**src/logic/sar_adc_cfg.svh**
```systemverilog
// Purpose: constants for the successive-approximation converter control
// Assumes: 50 MHz clock
// Notes:   definitions only
`ifndef SAR_ADC_CFG_SVH
`define SAR_ADC_CFG_SVH

`define ADC_BITS        8
`define ADC_CHANNELS    3
`define ADC_CH_W        2
`define ADC_MSB         3'h7
`define ADC_TRIAL_INIT  8'h80
`define ADC_RESULT_RST  8'h00
`define ADC_SETTLE_CYC  2'h1

`endif

```
**src/logic/sar_adc_pkg.sv**
```systemverilog
// Purpose: types for the successive-approximation converter control
// Assumes: constants header included
// Notes:   none
`include "sar_adc_cfg.svh"

package sar_adc_pkg;

    typedef enum logic [1:0] {
        ST_IDLE,
        ST_SETTLE,
        ST_COMPARE
    } conv_state_e;

    typedef struct packed {
        logic [`ADC_CH_W-1:0] channel;
        logic                 ref_internal;
        logic                 irq_enable;
    } conv_cfg_s;

endpackage : sar_adc_pkg

```
**src/logic/sar_adc_control.sv**
```systemverilog
// Purpose: control of an 8-bit successive-approximation converter
// Assumes: comparator and analog mux outside; one clock, sync reset
// Notes:   start is a one-cycle request from logic on this clock
//
// Overview of operation
// eight-bit code, resolved MSB first
// one of three channels feeds sample-hold
// finished code written to result register
// interrupt request on each conversion complete
// completion interrupt wakes device from sleep
// software waits acquisition time before start
// reference selectable, internal reference available
// busy set at start, cleared with result
`include "sar_adc_cfg.svh"

module sar_adc_control
    import sar_adc_pkg::*;
(
    input  wire logic                 clk,
    input  wire logic                 sys_rst,
    input  wire conv_cfg_s            cfg,
    input  wire logic                 start,
    input  wire logic                 sleeping,
    input  wire logic                 irq_clear,
    input  wire logic                 cmp_pin,
    output logic [`ADC_CHANNELS-1:0]  chan_sel,
    output logic                      sample_en,
    output logic                      ref_internal,
    output logic [`ADC_BITS-1:0]      dac_code,
    output logic [`ADC_BITS-1:0]      conversion_result_reg,
    output logic                      busy,
    output logic                      irq,
    output logic                      wake
);

    // ****************************************************
    // comparator synchroniser
    // ****************************************************
    logic cmp_meta_q;
    logic cmp_q;

    always_ff @(posedge clk) begin
        if (sys_rst) begin
            cmp_meta_q <= 1'b0;
            cmp_q      <= 1'b0;
        end else begin
            cmp_meta_q <= cmp_pin;
            cmp_q      <= cmp_meta_q;
        end
    end

    // ****************************************************
    // conversion sequencer
    // ****************************************************
    conv_state_e          state_q,   state_d;
    logic [2:0]           bit_q,     bit_d;
    logic [1:0]           settle_q,  settle_d;
    logic [`ADC_BITS-1:0] trial_q,   trial_d;
    logic                 start_ok;
    logic                 done;

    always_comb begin
        state_d  = state_q;
        bit_d    = bit_q;
        settle_d = settle_q;
        trial_d  = trial_q;
        start_ok = 1'b0;
        done     = 1'b0;
        case (state_q)
            ST_IDLE: begin
                // acquisition time is left to software
                if (start) begin
                    start_ok = 1'b1;
                    bit_d    = `ADC_MSB;
                    trial_d  = `ADC_TRIAL_INIT;
                    settle_d = `ADC_SETTLE_CYC;
                    state_d  = ST_SETTLE;
                end
            end
            ST_SETTLE: begin
                // dac level settles and crosses the synchroniser
                if (settle_q == 2'h0) begin
                    state_d = ST_COMPARE;
                end else begin
                    settle_d = settle_q - 2'h1;
                end
            end
            ST_COMPARE: begin
                // keep trial bit when input at or above dac level
                if (!cmp_q) begin
                    trial_d[bit_q] = 1'b0;
                end
                if (bit_q == 3'h0) begin
                    done    = 1'b1;
                    state_d = ST_IDLE;
                end else begin
                    bit_d                 = bit_q - 3'h1;
                    trial_d[bit_q - 3'h1] = 1'b1;
                    settle_d              = `ADC_SETTLE_CYC;
                    state_d               = ST_SETTLE;
                end
            end
            default: begin
                state_d = ST_IDLE;
            end
        endcase
    end

    always_ff @(posedge clk) begin
        if (sys_rst) begin
            state_q  <= ST_IDLE;
            bit_q    <= 3'h0;
            settle_q <= 2'h0;
            trial_q  <= 8'h00;
        end else begin
            state_q  <= state_d;
            bit_q    <= bit_d;
            settle_q <= settle_d;
            trial_q  <= trial_d;
        end
    end

    // ****************************************************
    // result register and busy flag
    // ****************************************************
    logic [`ADC_BITS-1:0] result_q,  result_d;
    logic                 busy_q,    busy_d;

    always_comb begin
        result_d = result_q;
        busy_d   = busy_q;
        if (start_ok) begin
            busy_d = 1'b1;
        end
        if (done) begin
            result_d = trial_d;
            busy_d   = 1'b0;
        end
    end

    always_ff @(posedge clk) begin
        if (sys_rst) begin
            result_q <= `ADC_RESULT_RST;
            busy_q   <= 1'b0;
        end else begin
            result_q <= result_d;
            busy_q   <= busy_d;
        end
    end

    // ****************************************************
    // sample-and-hold tracking
    // ****************************************************
    logic samp_q, samp_d;

    always_comb begin
        // track while idle, hold from start to result
        samp_d = (state_d == ST_IDLE);
    end

    always_ff @(posedge clk) begin
        if (sys_rst) begin
            samp_q <= 1'b0;
        end else begin
            samp_q <= samp_d;
        end
    end

    // ****************************************************
    // channel decode and reference select
    // ****************************************************
    wire  [`ADC_CHANNELS-1:0] chan_hit;
    logic [`ADC_CHANNELS-1:0] chan_q,  chan_d;
    logic                     ref_q,   ref_d;

    // channel code 3 selects no input
    for (genvar g = 0; g < `ADC_CHANNELS; g++) begin : g_chan
        assign chan_hit[g] = (cfg.channel == `ADC_CH_W'(g));
    end

    always_comb begin
        chan_d = chan_hit;
        ref_d  = cfg.ref_internal;
    end

    always_ff @(posedge clk) begin
        if (sys_rst) begin
            chan_q <= '0;
            ref_q  <= 1'b0;
        end else begin
            chan_q <= chan_d;
            ref_q  <= ref_d;
        end
    end

    // ****************************************************
    // completion interrupt and wake request
    // ****************************************************
    logic irq_q,  irq_d;
    logic wake_q, wake_d;

    always_comb begin
        // a completion in the clearing cycle wins
        irq_d  = (irq_q && !irq_clear) || (done && cfg.irq_enable);
        wake_d = irq_d && sleeping;
    end

    always_ff @(posedge clk) begin
        if (sys_rst) begin
            irq_q  <= 1'b0;
            wake_q <= 1'b0;
        end else begin
            irq_q  <= irq_d;
            wake_q <= wake_d;
        end
    end

    // ****************************************************
    // outputs, all straight from flip-flops
    // ****************************************************
    assign chan_sel              = chan_q;
    assign sample_en             = samp_q;
    assign ref_internal          = ref_q;
    assign dac_code              = trial_q;
    assign conversion_result_reg = result_q;
    assign busy                  = busy_q;
    assign irq                   = irq_q;
    assign wake                  = wake_q;

endmodule : sar_adc_control

```
**config.mk**
```make
export PLATFORM = sky130hd
export DESIGN_NAME = sar_adc_control
export DESIGN_NICKNAME = d
export VERILOG_FILES = /design/src/logic/sar_adc_pkg.sv /design/src/logic/sar_adc_control.sv
export VERILOG_INCLUDE_DIRS = /design/src /design/src/logic
export SDC_FILE = /design/constraint.sdc
export NUM_CORES = 1
export LEC_CHECK = 0
export BUFFER_PORTS_ARGS = -buffer_cell sky130_fd_sc_hd__buf_2
export CORE_UTILIZATION = 23
export DETAILED_ROUTE_END_ITERATION = 7
export GPL_ROUTABILITY_DRIVEN = 0
export PLACE_DENSITY = 0.38
export SYNTH_ARGS = -nofsm -noshare
export SYNTH_HDL_FRONTEND = slang
export SYNTH_SLANG_ARGS = --single-unit
```
**constraint.sdc**
```tcl
create_clock -name clk -period 1.8 [get_ports clk]
set_clock_uncertainty 0.15 [all_clocks]
set_input_delay 0 -clock clk [delete_from_list [all_inputs] [get_ports clk]]
set_output_delay 0 -clock clk [all_outputs]
set_load 0.01 [all_outputs]
```
==> impl_summary.txt <==
----------------------------------------------------
[Layout]
  Fill count ... 607
  Net count reported at finish ... 203
  Area of combinational cells with multiple inputs ... 643 um2
  Post-route insts no fill ... 263
  Cell area after layout ... 1780 um2
  Number of diodes ... 0
  Top library cells by usage in the layout, fill and taps aside ... dfxtp_1 (33), buf_2 (33), a21oi_1 (18)
  Layout cell share with drive strength beyond 1 ... 28.8%
  Area occupied by registers ... 661 um2
  P&R area growth vs syn ... 31.0%

[Timing]
  Achievable frequency ... 0.602 GHz
  Setup repair after global routing missed its margin ... true
  Final setup violation count ... 0
  Post-route minimum period ... 1.66 ns
  Count of final max-slew check failures ... 0
  Hold violation count in the final report ... 0
  Worst rel slew slack ... 57.9%
  Worst-margin pin slew ... 0.632 ns
  Final worst-path cycle share ... 92.3%

[Die]
  Effective utilization at floorplan ... 24.2%
  # IOs ... 34
  Die area ... 6210 um2
  Core box area ... 5610 um2
  Vertical die dimension ... 78.8 um
  Horizontal die dimension ... 78.8 um
  Placement row count ... 27

[Drt]
  WL final ... 3330 um
  Post-DR wirelength/cell ... 12.7 um
  DRC errors left ... 0
  DRT antenna net count ... 0
  Number of vias per cell after detailed routing ... 4.57
  DRT Pass-1 Iters ... 4
  Initial detailed-routing violation count ... 49
  Via total after detailed routing ... 1202

[Place]
  DP HPWL ... 2300 um
  Placed cell count ... 245
  Placement Cell Area ... 1600 um2
  Number of I/O port buffers ... 33

[CTS]
  Reg clk slew, reported paths ... 0.07 ns
  Clock insertion delay at the later pin of the skew report ... 0.28 ns
  Clock tree from TritonCTS ... done
  Total clock buffers created by CTS ... 5
  Maximum root-to-sink buffer count ... 2
  CTS H-tree depth ... 2
  Clock sink count ... 33
  Clock tree root buffer cell ... clkbuf_8

[Setup path]
  Cell count of the worst reg-to-reg path ... 6
  Worst-path maximum fanout ... 7
  Origin of the worst setup path ... bit_q[0]$_SDFFE_PP0P_
  CP endpoint kind ... flip-flop
  Slack of the worst reg-to-reg path ... 0.14 ns
  Worst EP required ... 1.83 ns
  Worst reg2reg startpoint ... bit_q[0]$_SDFFE_PP0P_
  Start-to-end type of the worst setup path ... reg -> reg
  Critical Path Max Stage Delay ... 0.33 ns
  Sequence of cells on the critical path ... inv_1 > ha_1 > nor2b_2 > nor2_2 > a31oi_1 > o21a_1
  Capturing point of the worst reg2reg path ... bit_q[2]$_SDFFE_PP0P_
  Type of element launching the critical path ... flip-flop
  Critical Path AT ... 1.69 ns
  Slowest stage cell on the critical path ... dfxtp_1

[GRT]
  Antenna violations before repair ... 0
  Number of global-route vias before repair ... 1215
  Total global routing track utilization ... 11.9%
  Total overflow reported by the global router ... 0
  Global-route wire length before repair ... 5580 um
  Met2 Use GR ... 21.7%
  Global route hottest layer ... met2
  Fraction of met3 tracks used by global routing ... 3.68%
  Pin count of the biggest net entering global routing ... 34
  Global routing met1 resource utilization ... 12.9%

[Synth]
  Most used flip-flop cell after synthesis ... dfxtp_1
  Post-synthesis adder-cell area fraction ... 2.76%
  Dominant combinational cell family by area after synthesis ... simple AND/OR/NAND/NOR gates
  Number of synthesis warnings ... 0
  Register area share after synthesis ... 48.7%
  Number of flops mapped to enable cells by yosys ... 0
  Net Count, Synth ... 158
  Average size of a mapped cell ... 9.36 um2
  Proportion of synthesized area in mux cells ... 0%
  Post-synthesis compound-gate area fraction ... 20.0%
  Library cells used by synthesis ... 37
  Post-Synthesis Cells ... 145
  Number of register bits inferred by synthesis ... 33
  Share of flip-flops with an asynchronous set or reset ... 0%
  Xor and xnor area share after synthesis ... 1.29%
  Area share of and/or/nand/nor cells after synthesis ... 23.3%
  Netlist Area Pre-Place ... 1360 um2

[Pwr]
  Net switching power figure ... 0.440 mW
  Power share of the sequential group ... 50.0%
  Sw Ratio ... 28.0%
  Worst IR Drop VDD ... 336 uV
  Leakage component of the power ... 0.718 nW
  Clock Power Share ... 33.5%
  Cell-internal power ... 1.13 mW
  Pwr dens ... 886 nW/um2
  Share of total power in combinational logic ... 16.5%

[Hold path]
  Endpoint of the worst hold-timing path ... busy$_SDFFE_PP0P_
  Number of cells on the worst hold path ... 4
  Worst min-delay path startpoint ... start
  Class of the most critical hold timing path ... in -> reg

[Job]
  MaxCap Viol Count ... 0

[Outcome]
  Run status ... finished clean

----------------------------------------------------
-- cells in the mapped netlist, types with 3 or more instances --
master,number,area share (%)
nand2b_1,3,1.4
o311ai_1,4,2.6
dfxtp_1,33,49
buf_2,4,1.5
clkbuf_1,4,1.1
ha_1,3,2.8
a21oi_1,18,6.6
nor3_1,4,1.5
nor2_1,5,1.4
nor3b_1,3,1.7
o211ai_1,7,3.9
nand3_1,7,2.6
nor2b_1,5,2.3
inv_1,4,1.1
nand2_1,16,4.4
-- metrics by stage --
step / total power [mW] / setup TNS, ns / hold WS (ns) / util, % / worst slack, ns
2_1_floorplan: 0.979 / 0 / -0.0789 / - / 0.226
3_3_place_gp: 1.05 / 0 / 0.0305 / 28.5 / 0.0621
3_5_place_dp: 1.05 / -0.0174 / 0.0423 / 28.5 / -0.00637
4_1_cts: 1.60 / 0 / 0.0109 / 31.7 / 0.124
5_1_grt: 1.68 / -0.0418 / 0.0592 / 31.7 / -0.0263
6_report: 1.58 / 0 / 0.0217 / 31.7 / 0.138
-- timing repair --
item / CTS / global route
setup endpoints to repair: 7 / 2
hold buffers: 8 / 0
pin swaps: 1 / 0
resized for setup: 0 / 0
buffers inserted: 2 / 0
hold endpoints to repair: 7 / 0
gates cloned: 0 / 0
-- critical path, delay by kind of cell (launching register included) --
| kind | cells | cell delay, ns |
|---|---|---|
| AO/OA/AOI/OAI | 2 | 0.26 |
| buffers and inverters | 1 | 0.08 |
| adder cells (fa/ha/maj) | 1 | 0.21 |
| AND/OR/NAND/NOR | 2 | 0.52 |
| flip-flops | 1 | 0.33 |
-- logic make-up after synthesis --
| kind of cell | count (synthesis) |
|---|---|
| buffers and inverters | 13 |
| XOR/XNOR | 2 |
| AND/OR/NAND/NOR | 56 |
| flip-flops | 33 |
| adder cells (fa/ha/maj) | 3 |
| AO/OA/AOI/OAI | 38 |
-- power by group through the flow --
stage / registers, mW / clock network (mW) / logic (mW)
floorplan: 0.805 / 0 / 0.173
global route: 0.792 / 0.591 / 0.292
global placement: 0.803 / 0 / 0.245
finish: 0.787 / 0.528 / 0.260
CTS: 0.787 / 0.555 / 0.262
detailed placement: 0.804 / 0 / 0.248
-- worst max path at each step --
stage | to | slack, ns | depth (start not counted)
2_1_floorplan | wake$_SDFF_PP0_ | 0.23 | 7
3_3_place_gp | conversion_result_reg[7]$_SDFFE_PP0P_ | 0.06 | 6
3_5_place_dp | conversion_result_reg[5]$_SDFFE_PP0P_ | -0.006 | 6
4_1_cts | bit_q[2]$_SDFFE_PP0P_ | 0.12 | 6
5_1_grt | bit_q[2]$_SDFFE_PP0P_ | -0.03 | 6
6_report | bit_q[2]$_SDFFE_PP0P_ | 0.14 | 6
-- final cells by class --
class                           instances  area share, %
Timing Repair Buffer                   46           15.9
Clock buffer                            6           4.08
Sequential cell                        33           37.2
Multi-Input combinational cell         99           36.2
Inverter                                5           1.06
Tap cell                               72           5.07
Clock inverter                          2          0.563
-- routing by layer --
metal | vias up | wire (um)
li1 | 607 | -
met1 | 560 | 1460
met2 | 31 | 1640
met3 | 4 | 193
met4 | 0 | 38
met5 | - | 0
No activity file was read; power rests on OpenSTA's default activity.
